--- config.mk ---
export PLATFORM = sky130hd
export DESIGN_NAME = can_buf_cfg_check
export DESIGN_NICKNAME = d
export VERILOG_FILES = /design/src/inc/can_cfg_pkg.sv /design/src/inc/pin_sync_if.sv /design/src/rtl/pin_sync.sv /design/src/rtl/can_buf_cfg_check.sv
export SDC_FILE = /design/constraint.sdc
export NUM_CORES = 1
export LEC_CHECK = 0
export ABC_AREA = 1
export BUFFER_PORTS_ARGS = -buffer_cell sky130_fd_sc_hd__buf_2
export CAP_MARGIN = 15
export CORE_ASPECT_RATIO = 0.9
export CORE_MARGIN = 1
export CORE_UTILIZATION = 25
export CTS_BUF_LIST = sky130_fd_sc_hd__clkbuf_8 sky130_fd_sc_hd__clkbuf_16
export DETAILED_ROUTE_END_ITERATION = 12
export PLACE_DENSITY = 0.5
export SYNTH_ARGS = -nofsm -noshare
export SYNTH_HDL_FRONTEND = slang
export SYNTH_SLANG_ARGS = --single-unit
export TNS_END_PERCENT = 30
--- constraint.sdc ---
create_clock -name core_clk_in -period 1.8 [get_ports core_clk_in]
set_clock_uncertainty 0.15 [all_clocks]
set_input_delay 0.18 -clock core_clk_in [delete_from_list [all_inputs] [get_ports core_clk_in]]
set_output_delay 0.18 -clock core_clk_in [all_outputs]
set_load 0.03 [all_outputs]
--- src/inc/can_cfg_pkg.sv ---
// constants shared by the buffer configuration and checking block
package can_cfg_pkg;
  // register bus geometry
  localparam int AW = 8;
  localparam int DW = 32;
  // register offsets (byte addresses)
  localparam logic [AW-1:0] OFS_MODE_STAT  = 8'h00;
  localparam logic [AW-1:0] OFS_RXBUF_CNT  = 8'h04;
  localparam logic [AW-1:0] OFS_RXF_CFG    = 8'h08;
  localparam logic [AW-1:0] OFS_CFF_CFG    = 8'h0C;
  localparam logic [AW-1:0] OFS_TXQ_CFG    = 8'h10;
  localparam logic [AW-1:0] OFS_GLB_CFG    = 8'h14;
  localparam logic [AW-1:0] OFS_PAIR_CFG   = 8'h18;
  localparam logic [AW-1:0] OFS_LEND_ALLOC = 8'h1C;
  localparam logic [AW-1:0] OFS_ERR_STAT   = 8'h20;
  // reset values
  localparam logic [DW-1:0] RST_ZERO = 32'h0000_0000;
  localparam logic [7:0]    PIN_IDLE = 8'hFF;
  // receive fifo fields: depth[2:0] mode[3] thr[6:4] irq_en[7] enable[8]
  localparam logic [DW-1:0] RXF_GLB_MASK  = 32'h0000_007F;
  localparam logic [DW-1:0] RXF_IDLE_MASK = 32'h0000_0080;
  localparam logic [DW-1:0] RXF_FREE_MASK = 32'h0000_0100;
  localparam int            RXF_EN_BIT    = 8;
  // tx/rx fifo fields: depth[2:0] irqm[3] thr[6:4] op[8:7] link[13:9]
  // rx_ie[14] tx_ie[15] clk_sel[16] presc[17] interval[25:18] enable[26]
  localparam logic [DW-1:0] CFF_GLB_MASK  = 32'h0000_3FFF;
  localparam logic [DW-1:0] CFF_IDLE_MASK = 32'h03FF_C000;
  localparam logic [DW-1:0] CFF_FREE_MASK = 32'h0400_0000;
  localparam int            CFF_EN_BIT    = 26;
  // queue/history: depth[4:0] irqm[5] full_ie[6] ow_rx_ie[7] ow_tx_ie[8]
  // q_en[9] hist_src[10] hist_irqm[11] hist_en[12] hist_ie[13]
  localparam logic [DW-1:0] TXQ_CHR_MASK  = 32'h0000_0C3F;
  localparam logic [DW-1:0] TXQ_IDLE_MASK = 32'h0000_01C0;
  localparam logic [DW-1:0] HST_IDLE_MASK = 32'h0000_2000;
  localparam logic [DW-1:0] TXQ_FREE_MASK = 32'h0000_1200;
  localparam int            TXQ_EN_BIT    = 9;
  localparam int            HST_EN_BIT    = 12;
  // global config: prio[0] len_chk[1] err_ie[14:8]
  localparam int            GCF_LEN_BIT   = 1;
  localparam int            GCF_IE_LSB    = 8;
  // error flag positions
  localparam int ERR_N       = 7;
  localparam int ERR_LEN     = 0;
  localparam int ERR_FIFO    = 1;
  localparam int ERR_HIST    = 2;
  localparam int ERR_PAYLOAD = 3;
  localparam int ERR_TXQ_OW  = 4;
  localparam int ERR_TXQ_LOST = 5;
  localparam int ERR_GW_OW   = 6;
  // transmit buffer lending
  localparam logic [6:0] TXBUF_PER_CH  = 7'h40;
  localparam logic [3:0] LEND_MAX_CODE = 4'h8;
endpackage

--- src/inc/pin_sync_if.sv ---
// bundle between the pin synchroniser and the block top
`timescale 1ns/1ps
interface pin_sync_if #(parameter int N = 8);
  logic [N-1:0] raw;    // pin levels straight from the pads
  logic [N-1:0] clean;  // levels after agreement filter
  modport sync (input raw, output clean);
  modport user (output raw, input clean);
endinterface // pin_sync_if

--- src/rtl/pin_sync.sv ---
// three-stage pin synchroniser with agreement filter
`timescale 1ns/1ps
module pin_sync (
  // clock and reset
  input  wire logic   core_clk_in,
  input  wire logic   reset_n_in,
  // pin bundle
  pin_sync_if.sync    pins
);
  import can_cfg_pkg::*;
  // ==========================================================
  // stages
  logic [7:0] s1_q, s2_q, s3_q, cl_q; // chain and filtered level
  logic [7:0] s1_d, s2_d, s3_d, cl_d;

  // next values: stage one only feeds stage two
  always_comb begin
    s1_d = pins.raw;
    s2_d = s1_q;
    s3_d = s2_q;
    // a change counts only once stages two and three agree
    cl_d = (~(s2_q ^ s3_q) & s3_q) | ((s2_q ^ s3_q) & cl_q);
  end

  // registers start recessive so no false edge at release
  always_ff @(posedge core_clk_in or negedge reset_n_in) begin
    if (!reset_n_in) begin
      s1_q <= PIN_IDLE;
      s2_q <= PIN_IDLE;
      s3_q <= PIN_IDLE;
      cl_q <= PIN_IDLE;
    end else begin
      s1_q <= s1_d;
      s2_q <= s2_d;
      s3_q <= s3_d;
      cl_q <= cl_d;
    end
  end

  assign pins.clean = cl_q;
endmodule // pin_sync

--- src/rtl/can_buf_cfg_check.sv ---
// buffer configuration, channel pairing and global error checking
`timescale 1ns/1ps
module can_buf_cfg_check (
  // clock and reset
  input  wire logic                     core_clk_in,
  input  wire logic                     reset_n_in,
  // register port
  input  wire logic [can_cfg_pkg::AW-1:0] reg_addr_in,
  input  wire logic [can_cfg_pkg::DW-1:0] reg_wdata_in,
  input  wire logic                     reg_wr_in,
  input  wire logic                     reg_rd_in,
  output logic      [can_cfg_pkg::DW-1:0] reg_rdata_out,
  // operating modes
  input  wire logic                     glb_reset_mode_in,
  input  wire logic [7:0]               ch_reset_mode_in,
  // channel protocol side
  input  wire logic [7:0]               ch_tx_in,
  input  wire logic [7:0]               ch_ack_in,
  input  wire logic [7:0]               ch_tx_active_in,
  output logic      [7:0]               ch_rx_out,
  // transceiver pins
  input  wire logic [7:0]               bus_rx_pin_in,
  output logic      [7:0]               bus_tx_pin_out,
  // buffer availability and lending
  output logic                          rx_buf_avail_out,
  output logic                          rx_fifo_usable_out,
  output logic                          txrx_fifo_usable_out,
  output logic                          txq_avail_out,
  output logic      [27:0]              tx_buf_total_out,
  output logic      [3:0]               lent_avail_out,
  // transmit buffer interrupts
  input  wire logic [7:0]               txbuf_irq_in,
  input  wire logic [3:0]               lent_irq_in,
  output logic      [7:0]               ch_txbuf_irq_out,
  // error event sources
  input  wire logic                     filt_pass_in,
  input  wire logic [3:0]               msg_len_code_in,
  input  wire logic [3:0]               rule_len_code_in,
  input  wire logic                     fifo_store_in,
  input  wire logic                     fifo_full_in,
  input  wire logic                     hist_store_in,
  input  wire logic                     hist_full_in,
  input  wire logic                     frame_store_in,
  input  wire logic [6:0]               payload_len_in,
  input  wire logic [6:0]               dest_size_in,
  input  wire logic                     txq_overwrite_in,
  input  wire logic                     txq_store_in,
  input  wire logic                     txq_full_in,
  input  wire logic                     gw_overwrite_in,
  output logic                          err_irq_out
);
  import can_cfg_pkg::*;

  // ==========================================================
  // helpers
  // masked field update: only bits in mask take the new value
  function automatic logic [DW-1:0] upd(input logic [DW-1:0] o,
      input logic [DW-1:0] n, input logic [DW-1:0] m);
    upd = (o & ~m) | (n & m);
  endfunction

  // lent buffer count; codes above the top one lend nothing
  function automatic logic [6:0] lend_cnt(input logic [3:0] c);
    lend_cnt = (c > LEND_MAX_CODE) ? 7'h00 : {1'b0, c, 2'b00};
  endfunction

  // ==========================================================
  // pin synchroniser
  pin_sync_if #(.N(8)) rxp ();
  assign rxp.raw = bus_rx_pin_in;
  pin_sync u_sync (
    .core_clk_in (core_clk_in),
    .reset_n_in  (reset_n_in),
    .pins        (rxp)
  );

  // ==========================================================
  // configuration registers
  logic [7:0]    rxcnt_q, rxcnt_d;   // rx buffer count
  logic [DW-1:0] rxf_q, rxf_d;       // rx fifo config
  logic [DW-1:0] cff_q, cff_d;       // tx/rx fifo config
  logic [DW-1:0] txq_q, txq_d;       // queue and history config
  logic [DW-1:0] gcf_q, gcf_d;       // global config
  logic [3:0]    pair_q, pair_d;     // pair enables
  logic [15:0]   lend_q, lend_d;     // four lending codes
  logic          wr_rxc, wr_rxf, wr_cff, wr_txq, wr_gcf, wr_par, wr_lnd;

  // write decode
  always_comb begin
    wr_rxc = reg_wr_in && (reg_addr_in == OFS_RXBUF_CNT);
    wr_rxf = reg_wr_in && (reg_addr_in == OFS_RXF_CFG);
    wr_cff = reg_wr_in && (reg_addr_in == OFS_CFF_CFG);
    wr_txq = reg_wr_in && (reg_addr_in == OFS_TXQ_CFG);
    wr_gcf = reg_wr_in && (reg_addr_in == OFS_GLB_CFG);
    wr_par = reg_wr_in && (reg_addr_in == OFS_PAIR_CFG);
    wr_lnd = reg_wr_in && (reg_addr_in == OFS_LEND_ALLOC);
  end

  // next config; fields outside their legal mode keep their value,
  // which protects live buffers from a stray write
  always_comb begin
    rxcnt_d = rxcnt_q;
    rxf_d   = rxf_q;
    cff_d   = cff_q;
    txq_d   = txq_q;
    gcf_d   = gcf_q;
    pair_d  = pair_q;
    lend_d  = lend_q;
    if (wr_rxc && glb_reset_mode_in) begin
      rxcnt_d = reg_wdata_in[7:0];
    end
    if (wr_rxf) begin
      if (glb_reset_mode_in) begin
        rxf_d = upd(rxf_d, reg_wdata_in, RXF_GLB_MASK);
      end
      if (!rxf_q[RXF_EN_BIT]) begin
        rxf_d = upd(rxf_d, reg_wdata_in, RXF_IDLE_MASK);
      end
      rxf_d = upd(rxf_d, reg_wdata_in, RXF_FREE_MASK);
    end
    if (wr_cff) begin
      if (glb_reset_mode_in) begin
        cff_d = upd(cff_d, reg_wdata_in, CFF_GLB_MASK);
      end
      if (!cff_q[CFF_EN_BIT]) begin
        cff_d = upd(cff_d, reg_wdata_in, CFF_IDLE_MASK);
      end
      cff_d = upd(cff_d, reg_wdata_in, CFF_FREE_MASK);
    end
    if (wr_txq) begin
      // queue and history belong to channel zero
      if (ch_reset_mode_in[0]) begin
        txq_d = upd(txq_d, reg_wdata_in, TXQ_CHR_MASK);
      end
      if (!txq_q[TXQ_EN_BIT]) begin
        txq_d = upd(txq_d, reg_wdata_in, TXQ_IDLE_MASK);
      end
      if (!txq_q[HST_EN_BIT]) begin
        txq_d = upd(txq_d, reg_wdata_in, HST_IDLE_MASK);
      end
      txq_d = upd(txq_d, reg_wdata_in, TXQ_FREE_MASK);
    end
    if (wr_gcf) begin
      gcf_d = reg_wdata_in;
    end
    // separate registers, so lending and pairing never share a write
    if (wr_par) begin
      pair_d = reg_wdata_in[3:0];
    end
    if (wr_lnd) begin
      lend_d = reg_wdata_in[15:0];
    end
  end

  // config registers
  always_ff @(posedge core_clk_in or negedge reset_n_in) begin
    if (!reset_n_in) begin
      rxcnt_q <= RST_ZERO[7:0];
      rxf_q   <= RST_ZERO;
      cff_q   <= RST_ZERO;
      txq_q   <= RST_ZERO;
      gcf_q   <= RST_ZERO;
      pair_q  <= RST_ZERO[3:0];
      lend_q  <= RST_ZERO[15:0];
    end else begin
      rxcnt_q <= rxcnt_d;
      rxf_q   <= rxf_d;
      cff_q   <= cff_d;
      txq_q   <= txq_d;
      gcf_q   <= gcf_d;
      pair_q  <= pair_d;
      lend_q  <= lend_d;
    end
  end

  // ==========================================================
  // pairing, pins, lending and status outputs
  logic [7:0]  drv;                   // per-channel drive after ack block
  logic [7:0]  btx_q, btx_d, crx_q, crx_d, tirq_q, tirq_d;
  logic [27:0] tot_q, tot_d;
  logic [3:0]  lav_q, lav_d;
  logic [3:0]  av_q, av_d;            // rxbuf, rxfifo, txrx fifo, queue

  always_comb begin
    for (int c = 0; c < 8; c++) begin
      // ack is held recessive while the partner sends
      drv[c] = (ch_ack_in[c] && pair_q[c/2] && ch_tx_active_in[c^1])
               ? 1'b1 : ch_tx_in[c];
    end
    for (int p = 0; p < 4; p++) begin
      // paired: even pin carries both channels wire-and, odd pin stays recessive; unpaired: each pin carries its own channel
      btx_d[2*p]   = drv[2*p] & (pair_q[p] ? drv[2*p+1] : 1'b1);
      btx_d[2*p+1] = pair_q[p] ? 1'b1 : drv[2*p+1];
      crx_d[2*p]   = rxp.clean[2*p];
      crx_d[2*p+1] = pair_q[p] ? rxp.clean[2*p] : rxp.clean[2*p+1];
      // odd channel lends; its mode governs the lent block
      lav_d[p] = pair_q[p] && !ch_reset_mode_in[2*p+1]
                 && (lend_cnt(lend_q[4*p +: 4]) != 7'h00);
      tot_d[7*p +: 7] = TXBUF_PER_CH
                 + (lav_d[p] ? lend_cnt(lend_q[4*p +: 4]) : 7'h00);
      tirq_d[2*p]   = txbuf_irq_in[2*p];
      tirq_d[2*p+1] = txbuf_irq_in[2*p+1]
                      | (pair_q[p] & lent_irq_in[p]);
    end
    av_d[0] = (rxcnt_q != 8'h00);
    av_d[1] = (rxf_q[2:0] != 3'h0);
    av_d[2] = (cff_q[2:0] != 3'h0);
    av_d[3] = (txq_q[4:0] != 5'h00);
  end

  always_ff @(posedge core_clk_in or negedge reset_n_in) begin
    if (!reset_n_in) begin
      btx_q  <= PIN_IDLE;
      crx_q  <= PIN_IDLE;
      tirq_q <= RST_ZERO[7:0];
      tot_q  <= RST_ZERO[27:0];
      lav_q  <= RST_ZERO[3:0];
      av_q   <= RST_ZERO[3:0];
    end else begin
      btx_q  <= btx_d;
      crx_q  <= crx_d;
      tirq_q <= tirq_d;
      tot_q  <= tot_d;
      lav_q  <= lav_d;
      av_q   <= av_d;
    end
  end

  // ==========================================================
  // global error flags
  logic [ERR_N-1:0] err_q, err_d, set_v, clr_v;
  logic             irq_q, irq_d;

  // set wins over a same-cycle write-one-to-clear
  always_comb begin
    set_v = '0;
    set_v[ERR_LEN] = gcf_q[GCF_LEN_BIT] && filt_pass_in
                     && (msg_len_code_in < rule_len_code_in);
    set_v[ERR_FIFO]     = fifo_store_in && fifo_full_in;
    set_v[ERR_HIST]     = hist_store_in && hist_full_in;
    set_v[ERR_PAYLOAD]  = frame_store_in
                          && (payload_len_in > dest_size_in);
    set_v[ERR_TXQ_OW]   = txq_overwrite_in;
    set_v[ERR_TXQ_LOST] = txq_store_in && txq_full_in;
    set_v[ERR_GW_OW]    = gw_overwrite_in;
    clr_v = (reg_wr_in && reg_addr_in == OFS_ERR_STAT)
            ? reg_wdata_in[ERR_N-1:0] : '0;
    err_d = (err_q & ~clr_v) | set_v;
    irq_d = |(err_d & gcf_d[GCF_IE_LSB +: ERR_N]);
  end

  always_ff @(posedge core_clk_in or negedge reset_n_in) begin
    if (!reset_n_in) begin
      err_q <= RST_ZERO[ERR_N-1:0];
      irq_q <= 1'b0;
    end else begin
      err_q <= err_d;
      irq_q <= irq_d;
    end
  end

  // ==========================================================
  // read path: data stand in the cycle after the strobe only
  logic [DW-1:0] rd_q, rd_d;
  always_comb begin
    rd_d = '0;
    if (!reg_rd_in) begin
      rd_d = '0;
    end else if (reg_addr_in == OFS_MODE_STAT) begin
      rd_d = {20'h0, ch_reset_mode_in, av_q};
    end else if (reg_addr_in == OFS_RXBUF_CNT) begin
      rd_d = {24'h0, rxcnt_q};
    end else if (reg_addr_in == OFS_RXF_CFG) begin
      rd_d = rxf_q;
    end else if (reg_addr_in == OFS_CFF_CFG) begin
      rd_d = cff_q;
    end else if (reg_addr_in == OFS_TXQ_CFG) begin
      rd_d = txq_q;
    end else if (reg_addr_in == OFS_GLB_CFG) begin
      rd_d = gcf_q;
    end else if (reg_addr_in == OFS_PAIR_CFG) begin
      rd_d = {28'h0, pair_q};
    end else if (reg_addr_in == OFS_LEND_ALLOC) begin
      rd_d = {16'h0, lend_q};
    end else if (reg_addr_in == OFS_ERR_STAT) begin
      rd_d = {25'h0, err_q};
    end else begin
      rd_d = '0; // unmapped reads as zero
    end
  end

  always_ff @(posedge core_clk_in or negedge reset_n_in) begin
    if (!reset_n_in) begin
      rd_q <= RST_ZERO;
    end else begin
      rd_q <= rd_d;
    end
  end

  // outputs straight from flops
  assign reg_rdata_out        = rd_q;
  assign bus_tx_pin_out       = btx_q;
  assign ch_rx_out            = crx_q;
  assign ch_txbuf_irq_out     = tirq_q;
  assign tx_buf_total_out     = tot_q;
  assign lent_avail_out       = lav_q;
  assign rx_buf_avail_out     = av_q[0];
  assign rx_fifo_usable_out   = av_q[1];
  assign txrx_fifo_usable_out = av_q[2];
  assign txq_avail_out        = av_q[3];
  assign err_irq_out          = irq_q;
endmodule // can_buf_cfg_check

# Word-level counts from Yosys, hierarchy flattened
# Cells that the tools add are included.
# word_totals
out_inout_bits	93
reg_bits	288
word_cells	177
input_bits	129
# classes
muxes	54
reduce_logical	53
add_sub_neg	4
eq_ne	8
bitwise	31
n_lt_le_gt_ge	6
# op_table
cell	count
32-bit 2-to-1 mux	21
32-bit by 14-bit OR with 32-bit output	2
32-bit by 9-bit OR with 32-bit output	2
6-bit 2-to-1 mux	8
1-bit logical AND	39
8-bit by 5-bit == test with 1-bit output (second input constant)	4
16-bit 2-to-1 mux	2
32-bit by 12-bit OR with 32-bit output	1
32-bit by 13-bit OR with 32-bit output	1
32-bit by 26-bit OR with 32-bit output	1
32-bit by 27-bit OR with 32-bit output	1
32-bit by 7-bit OR with 32-bit output	1
32-bit by 8-bit OR with 32-bit output	1
7-bit by 6-bit adder with 7-bit output (first input constant)	4
7-bit nonzero test	4
1-bit 2-to-1 mux	20
8-bit AND	2
8-bit by 4-bit == test with 1-bit output (second input constant)	2
4-bit greater-than comparator (second input constant)	4
15-bit 2-to-1 mux	1
7-bit AND	2
7-bit 2-to-1 mux	2
1-bit AND	8
8-bit by 3-bit == test with 1-bit output (second input constant)	1
other kinds (15)	22

# Longest topological paths before layout
# Gate-level depths: netlist (run 1).
# logic_depth
ltp_word	11
depth_mapped	12
depth_no_buf	12

# Hierarchy
# From an unflattened synthesis (run 1), not the netlist that was laid out.
# unflattened
hier_cells	998
hier_area_um2	9671.8
# modules_own_cells
mod	n_inst	cells_per_inst	area_each_um2	seq_area_each_um2
can_buf_cfg_check	1	934	8700.8	4999.8
pin_sync	1	64	970.9	840.8

# Least setup slack after synthesis (run 1)
# OpenSTA, ideal clock, no wires.
# synth_timing
path_type	input-to-reg
startpoint	in reg_addr_in[7] in the netlist's numbering
endpoint	reg rxcnt_q[6]
required_ps	1522
path_buffers	1
setup_slack_ps	272
arrival_ps	1250
stages	9
setup_ps	128
path_cell_list	nor2_1 > nand3_2 > inv_2 > nand2_2 > inv_2 > nand3_4 > buf_2 > nand2_1 > o21ai_0
# synth_between
elab_chain_len	3
# synth_rtl
item	line_no	rtl
start: declaration	can_buf_cfg_check.sv:8	input wire logic [can_cfg_pkg::AW-1:0] reg_addr_in,
8-bit by 3-bit == test with 1-bit output	can_buf_cfg_check.sv:90	wr_rxc = reg_wr_in && (reg_addr_in == OFS_RXBUF_CNT);
1-bit logical AND	can_buf_cfg_check.sv:90	
1-bit logical AND	can_buf_cfg_check.sv:109	if (wr_rxc && glb_reset_mode_in) begin
end signal: assignment	can_buf_cfg_check.sv:158	rxcnt_q <= RST_ZERO[7:0];
end signal: assignment	can_buf_cfg_check.sv:166	rxcnt_q <= rxcnt_d;
end: declaration	can_buf_cfg_check.sv:79	logic [7:0] rxcnt_q, rxcnt_d;
# Every way passes these cells.
# A chain may end at the register's enable or synchronous reset.

# Worst setup path in the final report (run 1)
# layout_timing
startpoint	reg pair_q[1]
endpoint	reg btx_q[2] (netlist: bus_tx_pin_out[2])
# layout_between
elab_chain_len	5
# layout_rtl
item	line_no	rtl
start: declaration	can_buf_cfg_check.sv:84	logic [3:0] pair_q, pair_d;
start signal: assignment	can_buf_cfg_check.sv:163	pair_q <= RST_ZERO[3:0];
start signal: assignment	can_buf_cfg_check.sv:171	pair_q <= pair_d;
1-bit logical AND (2 in series)	can_buf_cfg_check.sv:187	drv[c] = (ch_ack_in[c] && pair_q[c/2] && ch_tx_active_in[c^1])
1-bit 2-to-1 mux	can_buf_cfg_check.sv:188	? 1'b1 : ch_tx_in[c];
1-bit 2-to-1 mux	can_buf_cfg_check.sv:192	btx_d[2*p] = drv[2*p] & (pair_q[p] ? drv[2*p+1] : 1'b1);
1-bit AND (*)	can_buf_cfg_check.sv:192	
net btx_d[2]	can_buf_cfg_check.sv:179	logic [7:0] btx_q, btx_d, crx_q, crx_d, tirq_q, tirq_d;
end signal: assignment	can_buf_cfg_check.sv:220	btx_q <= btx_d;
end: declaration	can_buf_cfg_check.sv:179	
# Mark *: on every way through the listed nets, which the timed path passes. The rest lies on a longest branch.

==> flow_metrics.py, run 1 <==
metrics = {
    "outcome": {
        "status": "finished clean",
    },
    "power_and_ir_drop": {
        "p_sw_w": 0.00297,
        "power_frac_comb_pct": 9.6,
        "pwr-share-clk_pct": 43.8,
        "ir_worst_vdd_v": 0.000541,
        "power_density_nw_per_um2": 891,
        "totalPowerFinal_w": 0.0120,
        "p_leak_nw": 6.73,
        "p_sw_share_pct": 24.8,
        "pwr-share-seq_pct": 46.6,
        "intPower_w": 0.00898,
    },
    "critical_path": {
        "crit_chain": "inv_2 > o32ai_1 > dlygate4sd3_1 > inv_1",
        "required_ns": 2.11,
        "critPathBufInv": 3,
        "cp.arrival_ns": 1.96,
        "critical_path.top_delay_family": "buffers and inverters",
        "slowest_stage": "dlygate4sd3_1",
        "critPathCaptureType": "register",
        "crit_fanout": 5,
        "slowest_delay_ns": 0.59,
        "worst-setup-path-type": "reg -> reg",
        "critPathLaunchType": "register",
    },
    "global_route": {
        "grt-busiest-layer": "met2",
        "grt_use_met2_pct": 23.3,
        "grt-ovfl-total": 0,
        "grt_pass1_wl_um": 45900,
        "grt_use_met3_pct": 2.36,
        "grt_usage_pct": 14.9,
        "grt_start_max_net_pins": 55,
        "antenna_found_initial": 1,
        "met1_usage_pct": 21.7,
        "grt_pass1_vias": 8047,
    },
    "clock_tree": {
        "postCtsSetupRepairBufs": 0,
        "clock_latency_ns": 0.52,
        "cts_num_sinks": 231,
        "clk_transition_reported_paths_ns": 0.06,
        "h-tree-depth": 1,
        "cts-root-buf": "clkbuf_16",
        "clk_path_buf_depth": 3,
        "cts_tree": "built",
        "cts_inserted_buffers": 27,
    },
    "logic_synthesis": {
        "ys_seq_area_share_pct": 61.0,
        "ys_types": 42,
        "synthFlopType": "dfrtp_1",
        "yosys_warnings": 0,
        "netlist_instances": 1007,
        "synth_area_um2": 9580,
        "synth-seq-cells": 231,
        "postSynthAreaPerCell_um2": 9.52,
        "async_reset_ff_share_pct": 100,
        "synth_edf_count": 0,
    },
    "cells_and_area": {
        "final_common_cell": "nand2_1",
        "drive_above_1_share_pct": 29.4,
        "synthToLayoutAreaGrowth_pct": 39.9,
        "fin_cells": 1872,
        "final_core_util_pct": 35.8,
        "layout_common_cells": "nand2_1 (284), buf_2 (212), dfrtp_1 (183)",
        "layout.nets": 1507,
    },
    "detailed_routing": {
        "drc_errors": 0,
        "drt_wl_total_um": 28900,
        "viasPerCell": 4.29,
        "wl_per_cell_um": 15.4,
        "antenna_left": 0,
        "drt_iter0_drc": 507,
        "dr.pass1.iters": 5,
        "vias": 8036,
    },
    "timing": {
        "hold_violations": 0,
        "slew_viol_final": 0,
        "finalSetupViolCount": 0,
        "post-route-min-period_ns": 1.66,
        "rsz0062_at_grt": "no",
        "holdWs_ns": 0.0456,
        "fmax_mhz": 603,
        "period_share_pct": 92.1,
    },
    "floorplanning": {
        "pin_count": 222,
        "die_area_um2": 39100,
        "die_width_um": 208,
        "design.core.area_um2": 37500,
        "die_h_um": 188,
        "start_util_pct": 25.6,
        "fp-row-count": 67,
    },
    "placed_design": {
        "place_inst": 1724,
        "port_buffers": 213,
        "gp_congestion": 0.856,
        "place.detailed.hpwl_um": 21400,
    },
    "hold_path": {
        "min_path_type": "in -> reg",
    },
    "job": {
        "maxCapViolations": 0,
    },
}
routing by layer:
layer / vias up / share of wire (%)
met4: 0 / 1.4
li1: 3969 / -
met1: 3799 / 49
met5: - / 0
met3: 29 / 5.8
met2: 239 / 44
power groups by stage:
stage | clock [W] | combinational (W) | sequential, W
detailed placement | 0 | 0.000995 | 0.00566
CTS | 0.00540 | 0.00117 | 0.00557
finish | 0.00523 | 0.00115 | 0.00557
floorplan | 0 | 0.000373 | 0.00576
global route | 0.00562 | 0.00128 | 0.00560
global placement | 0 | 0.000983 | 0.00566
worst register-to-register path, stage by stage (launching register included):
cell and delay (ns):
dfrtp_1 0.43, inv_2 0.11, o32ai_1 0.28, dlygate4sd3_1 0.59, inv_1 0.04
logic make-up after synthesis:
family                     count (synthesis)  share of synthesized area (%)
and+or+nand+nor                          438                           20.0
AOI/OAI and AO/OA                        178                           10.5
other                                      2                         0.0784
adders and majority gates                 18                           2.14
DFF                                      231                           61.0
buffers and inverters                    140                           6.32
through the flow:
stage / setup WS (ns) / cell area [µm²] / TNS, ns
finish: 0.143 / 13400 / 0
floorplan: 0.272 / 9610 / 0
global placement: -0.0575 / 11600 / -0.441
detailed placement: -0.101 / 11600 / -2.54
CTS: 0.0823 / 13400 / 0
global route: 0.0264 / 13400 / 0
synth_stat cells, drive strengths merged (9+ instances only):
master    n  area, µm²
dfrtp   183       4580
inv     100        375
nor2     63        307
dfstp    48       1260
a21oi    34        170
ha       10        125
or2       9       56.3
buf      30        193
nand2   291       1120
nor3     14       81.3
o211ai   11       82.6
o21ai   114        608
nand3    48        263
clkbuf   10       37.5
final timing paths:
check	start	to	slack (ns)	cells after the start
hold reg to reg	u_sync.s1_q[5]	u_sync.s2_q[5]	0.20	0
setup / recovery	pair_q[1]	bus_tx_pin_out[2]	0.14	4
hold / removal	reg_wr_in	rxcnt_q[1]	0.05	3
max in group asynchronous	reset_n_in	u_sync.pins.clean[2]	0.33	4
setup reg to reg	pair_q[1]	bus_tx_pin_out[2]	0.14	4
min in group asynchronous	reset_n_in	ch_txbuf_irq_out[5]	0.52	3
state kept, by name (all words and copies together), names as in the netlist, 4 cells and up:
| name | count |
|---|---|
| gcf_q | 32 |
| reg_rdata_out | 32 |
| cff_q | 27 |
| tx_buf_total_out | 17 |
| lend_q | 16 |
| txq_q | 14 |
| rxf_q | 9 |
| bus_tx_pin_out | 8 |
| ch_rx_out | 8 |
| ch_txbuf_irq_out | 8 |
| rxcnt_q | 8 |
| u_sync.pins.clean | 8 |
| u_sync.s1_q | 8 |
| u_sync.s2_q | 8 |
| u_sync.s3_q | 8 |
| err_q | 7 |
| av_q | 4 |
| lent_avail_out | 4 |
| pair_q | 4 |
cell type report:
class                   instances  area [µm²]
fillers                      3864       24100
flip-flops and latches        231        5840
multi-input cells             643        3160
repair buffers                365        2560
clock buffers                  35         786
well taps                     483         604
inverters                     100         375
clock inverters                14        73.8
diodes                          1        2.50
timing repair:
action,in CTS,in global routing
setup endpoints to repair,0,1
gates resized for setup,0,1
endpoints found under the hold margin,395,0
hold buffers,98,0
Note: power is estimated with default switching activity, not from simulation.
==> run 2: changes to the inputs <==
==> constraint.sdc (replaced) <==
create_clock -name core_clk_in -period 1.8 [get_ports core_clk_in]
set_clock_uncertainty 0.15 [all_clocks]
set_input_delay 0.36 -clock core_clk_in [delete_from_list [all_inputs] [get_ports core_clk_in]]
set_output_delay 0.36 -clock core_clk_in [all_outputs]
set_load 0.03 [all_outputs]
==> run 2 against run 1 <==
Against the previous run: the run now ends with negative hold slack left; cell area is 1.0% lower; routed wire length increased by 1.4%; worst hold slack worse by 0.054 ns; global-route usage up 0.27 points; power down 0.60%; core utilization decreased by 0.37 points; largest cell class unchanged; largest power group unchanged.
==> flow_metrics.py, run 2 (same netlist as run 1, synthesis figures left out) <==
metrics = {
    "clock_tree": {
        "cts_resized": 0,
        "cts_inserted_buffers": 27,
        "cts_tree": "built",
        "postCtsSetupRepairBufs": 0,
        "clk_path_buf_depth": 3,
        "clk_transition_reported_paths_ns": 0.06,
        "cts_num_sinks": 231,
        "clock_latency_ns": 0.53,
        "h-tree-depth": 1,
        "cts-root-buf": "clkbuf_16",
    },
    "detailed_routing": {
        "vias": 8065,
        "drt_wl_total_um": 29300,
        "viasPerCell": 4.33,
        "wl_per_cell_um": 15.7,
        "dr.pass1.iters": 5,
        "drt_iter0_drc": 529,
        "antenna_left": 0,
        "drc_errors": 0,
    },
    "cells_and_area": {
        "final_core_util_pct": 35.4,
        "layout_common_cells": "nand2_1 (284), buf_2 (212), dfrtp_1 (183)",
        "final_common_cell": "nand2_1",
        "layout.nets": 1496,
        "multiInputGateArea_um2": 3160,
        "synthToLayoutAreaGrowth_pct": 38.5,
        "drive_above_1_share_pct": 30.0,
        "fillCellCount": 3865,
        "register_area_um2": 5840,
    },
    "timing": {
        "fmax_mhz": 572,
        "hold_violations": 1,
        "holdWs_ns": -0.00819,
        "period_share_pct": 97.1,
        "postLayoutSetupSlackWorst_ns": 0.0527,
        "rsz0062_at_grt": "no",
        "slew_viol_final": 0,
        "finalSetupViolCount": 0,
        "post-route-min-period_ns": 1.75,
    },
    "floorplanning": {
        "die_area_um2": 39100,
        "die_width_um": 208,
        "design.core.area_um2": 37500,
        "start_util_pct": 25.6,
        "fp-row-count": 67,
        "pin_count": 222,
        "die_h_um": 188,
    },
    "power_and_ir_drop": {
        "p_leak_nw": 6.71,
        "ir_worst_vdd_v": 0.000576,
        "power_density_nw_per_um2": 895,
    },
    "critical_path": {
        "required_ns": 1.29,
        "cp.depth": 1,
        "critPathLaunchType": "register",
        "worst-setup-path-type": "reg -> out",
        "slowest_stage": "dfstp_2",
        "r2r_cells": 4,
        "crit_fanout": 1,
        "critPathBufInv": 1,
        "slowest_delay_ns": 0.52,
        "critical_path.top_delay_family": "flip-flops",
        "cp.arrival_ns": 1.24,
        "critPathCaptureType": "primary output",
        "crit_chain": "buf_2",
    },
    "job": {
        "maxCapViolations": 0,
    },
    "placed_design": {
        "place_ws_ns": -0.290,
        "gp_congestion": 0.859,
        "place.detailed.hpwl_um": 21800,
        "port_buffers": 213,
    },
    "global_route": {
        "grt_use_met2_pct": 23.5,
        "grt_use_met3_pct": 2.86,
        "grt-ovfl-total": 0,
        "grt-busiest-layer": "met2",
        "grt_start_max_net_pins": 52,
        "grt_usage_pct": 15.2,
        "antenna_found_initial": 6,
        "grt_pass1_vias": 8191,
        "grt_pass1_wl_um": 46600,
        "met1_usage_pct": 21.9,
    },
    "outcome": {
        "status": "complete, but fails checks",
        "violations": "negative hold slack",
    },
    "hold_path": {
        "min_path_type": "in -> reg",
        "hold_depth": 3,
    },
}
==> run 2: metal layers <==
metal,routed length (µm),vias up
li1,-,3949
met1,14000,3840
met2,13000,231
met3,1750,39
met4,446,6
met5,39,-
==> run 2: path summary, 6_finish.rpt <==
path	start	end	slack [ns]
worst max-delay path	bus_tx_pin_out[6]	bus_tx_pin_out[6]	0.05
worst min-delay path	txq_store_in	err_q[5]	-0.008
worst max register to register	pair_q[1]	bus_tx_pin_out[2]	0.09
worst min register to register	u_sync.s1_q[5]	u_sync.s2_q[5]	0.20
max in group asynchronous	reset_n_in	ch_rx_out[7]	0.67
min in group asynchronous	reset_n_in	reg_rdata_out[24]	0.21
==> run 2: layout make-up <==
class	instances	share of cell area, %
diodes	3	0.0566
repair buffers	354	18.3
inverters	100	2.83
well taps	483	4.55
flip-flops and latches	231	44.0
clock buffers	31	5.51
multi-input cells	643	23.8
clock inverters	19	0.858
==> run 2: through the flow <==
| stage | hold WS (ns) | setup TNS, ns | power [W] | cell area [µm²] | cells |
|---|---|---|---|---|---|
| 2_1_floorplan | -0.0856 | 0 | 0.00613 | 9610 | 1014 |
| 3_3_place_gp | 0.178 | -15.96 | 0.00666 | 11700 | 1736 |
| 3_5_place_dp | 0.182 | -19.97 | 0.00667 | 11700 | 1736 |
| 4_1_cts | 0.00244 | 0 | 0.0121 | 13300 | 1862 |
| 5_1_grt | 0.0158 | 0 | 0.0124 | 13300 | 1862 |
| 6_report | -0.00819 | 0 | 0.0119 | 13300 | 1864 |
==> run 2: what timing repair did <==
action | in CTS | in global routing
hold buffers | 76 | 0
setup endpoints to repair | 0 | 1
hold endpoints to repair | 224 | 0
==> run 2: power by group <==
part	internal, W	switching, W
sequential	0.00546	0.000119
combinational	0.000446	0.000678
clock	0.00302	0.00216
==> run 3: changes to the inputs <==
Settings changed: PLACE_DENSITY 0.5 to 0.43.
Clock period 1.8 ns to 2.2 ns, I/O delays scaled along.
==> run 3 against run 2 <==
Against the previous run: the run now ends clean; flip-flop and latch count did not move; worst hold slack improved by 0.016 ns; register-to-register slack improved by 0.50 ns; final cell count fell by 3.3%; cell area fell by 4.0%; combinational power fell by 24%; power fell by 18%; worst setup slack improved by 0.33 ns; clock power fell by 17%; non-clock buffer count fell by 59; critical path depth did not move; largest cell class unchanged; highest routed layer unchanged.
==> flow_metrics.py, run 3 (same netlist as run 1, synthesis figures left out) <==
metrics = {
    "clock_tree": {
        "cts_num_sinks": 231,
        "postCtsHoldBufs": 47,
        "h-tree-depth": 1,
        "postCtsSetupRepairBufs": 0,
        "cts-root-buf": "clkbuf_16",
        "cts_tree": "built",
        "clk_transition_reported_paths_ns": 0.06,
        "clock_latency_ns": 0.53,
        "clk_path_buf_depth": 3,
        "cts_inserted_buffers": 27,
        "cts_resized": 0,
    },
    "timing": {
        "hold_violations": 0,
        "post-route-min-period_ns": 1.81,
        "holdWs_ns": 0.00779,
        "rsz0062_at_grt": "no",
        "finalSetupViolCount": 0,
        "period_share_pct": 82.4,
        "slew_viol_final": 0,
        "fin_setup_tns_ns": 0,
        "postLayoutSetupSlackWorst_ns": 0.387,
        "fmax_mhz": 551,
    },
    "critical_path": {
        "worst-setup-path-type": "reg -> out",
        "critical_path.top_delay_family": "flip-flops",
        "critPathCaptureType": "primary output",
        "critPathBufInv": 1,
        "cp.depth": 1,
        "r2r_start": "pair_q[2]",
        "required_ns": 1.61,
        "slowest_delay_ns": 0.52,
        "critPathLaunchType": "register",
        "crit_chain": "buf_2",
        "slowest_stage": "dfstp_2",
        "rrSetupSlack_ns": 0.59,
        "r2r_cells": 4,
        "cp.arrival_ns": 1.22,
        "rr_endpoint": "tx_buf_total_out[18]",
        "crit_fanout": 1,
    },
    "detailed_routing": {
        "vias": 7691,
        "antenna_left": 0,
        "viasPerCell": 4.27,
        "wl_per_cell_um": 15.8,
        "drt_wl_total_um": 28500,
        "drt_iter0_drc": 497,
        "drc_errors": 0,
        "dr.pass1.iters": 4,
    },
    "hold_path": {
        "hold_start": "reg_wdata_in[31]",
        "worst_hold_path.endpoint": "gcf_q[31]",
        "min_path_type": "in -> reg",
        "hold_depth": 3,
    },
    "cells_and_area": {
        "final_common_cell": "nand2_1",
        "synthToLayoutAreaGrowth_pct": 33.0,
        "fillCellCount": 3931,
        "final_core_util_pct": 34.0,
        "layout.nets": 1437,
        "register_area_um2": 5840,
        "multiInputGateArea_um2": 3160,
        "drive_above_1_share_pct": 28.9,
        "layout_common_cells": "nand2_1 (284), buf_2 (212), dfrtp_1 (183)",
    },
    "floorplanning": {
        "design.core.area_um2": 37500,
        "start_util_pct": 25.6,
        "fp-row-count": 67,
        "die_h_um": 188,
        "die_area_um2": 39100,
        "pin_count": 222,
        "die_width_um": 208,
    },
    "outcome": {
        "status": "finished clean",
    },
    "placed_design": {
        "gp_congestion": 0.830,
        "port_buffers": 213,
        "place.detailed.hpwl_um": 21400,
        "place_ws_ns": 0.0314,
    },
    "global_route": {
        "antenna_found_initial": 1,
        "grt_start_max_net_pins": 54,
        "grt_pass1_wl_um": 44900,
        "grt-ovfl-total": 0,
        "grt_usage_pct": 14.7,
        "grt_pass1_vias": 7631,
    },
    "job": {
        "maxCapViolations": 0,
    },
    "power_and_ir_drop": {
        "ir_worst_vdd_v": 0.000467,
        "p_leak_nw": 6.46,
        "power_density_nw_per_um2": 762,
    },
}
run 3: per-stage QoR:
stage               area, µm²  cells  total power [W]
detailed placement      11400   1705          0.00543
floorplan                9610   1014          0.00502
global placement        11400   1705          0.00543
global route            12700   1801           0.0101
CTS                     12700   1801          0.00986
finish                  12700   1802          0.00971
run 3: area by class of cell:
class / count / share of cell area (%)
clock buffer: 37 / 6.47
timing repair buffer: 295 / 14.8
inverter: 100 / 2.95
sequential: 231 / 45.8
antenna: 1 / 0.0196
clock inverter: 12 / 0.363
multi-input combinational: 643 / 24.8
tap: 483 / 4.74
run 3: worst max-delay path by stage:
stage | start | end | slack, ns
floorplan | reg_addr_in[7] | rxcnt_q[6] | 0.41
global placement | reg_addr_in[7] | reg_rdata_out[14] | 0.04
detailed placement | reg_addr_in[0] | gcf_q[21] | 0.03
CTS | ch_rx_out[0] | ch_rx_out[0] | 0.36
global route | bus_tx_pin_out[7] | bus_tx_pin_out[7] | 0.35
finish | ch_rx_out[3] | ch_rx_out[3] | 0.39
run 3: metal layers:
metal / vias up / global-route usage (%) / part of all wire (%)
li1: 3823 / - / -
met1: 3644 / 22.1 / 51
met2: 189 / 21.8 / 43
met3: 33 / 2.58 / 4.7
met4: 2 / 2.93 / 1.5
met5: - / 0 / 0.046
run 3: worst reg2reg max path: stages, from the launching register on:
cell and delay [ns]:
dfrtp_1 0.46, inv_1 0.20, or2_2 0.35, a31oi_1 0.19, and3_1 0.19
run 3: power breakdown:
part           switching [W]  total (W)  internal (W)
Sequential         0.0000969    0.00456       0.00446
Combinational       0.000535   0.000849      0.000314
Clock                0.00172    0.00430       0.00258
Total                0.00235    0.00971       0.00736
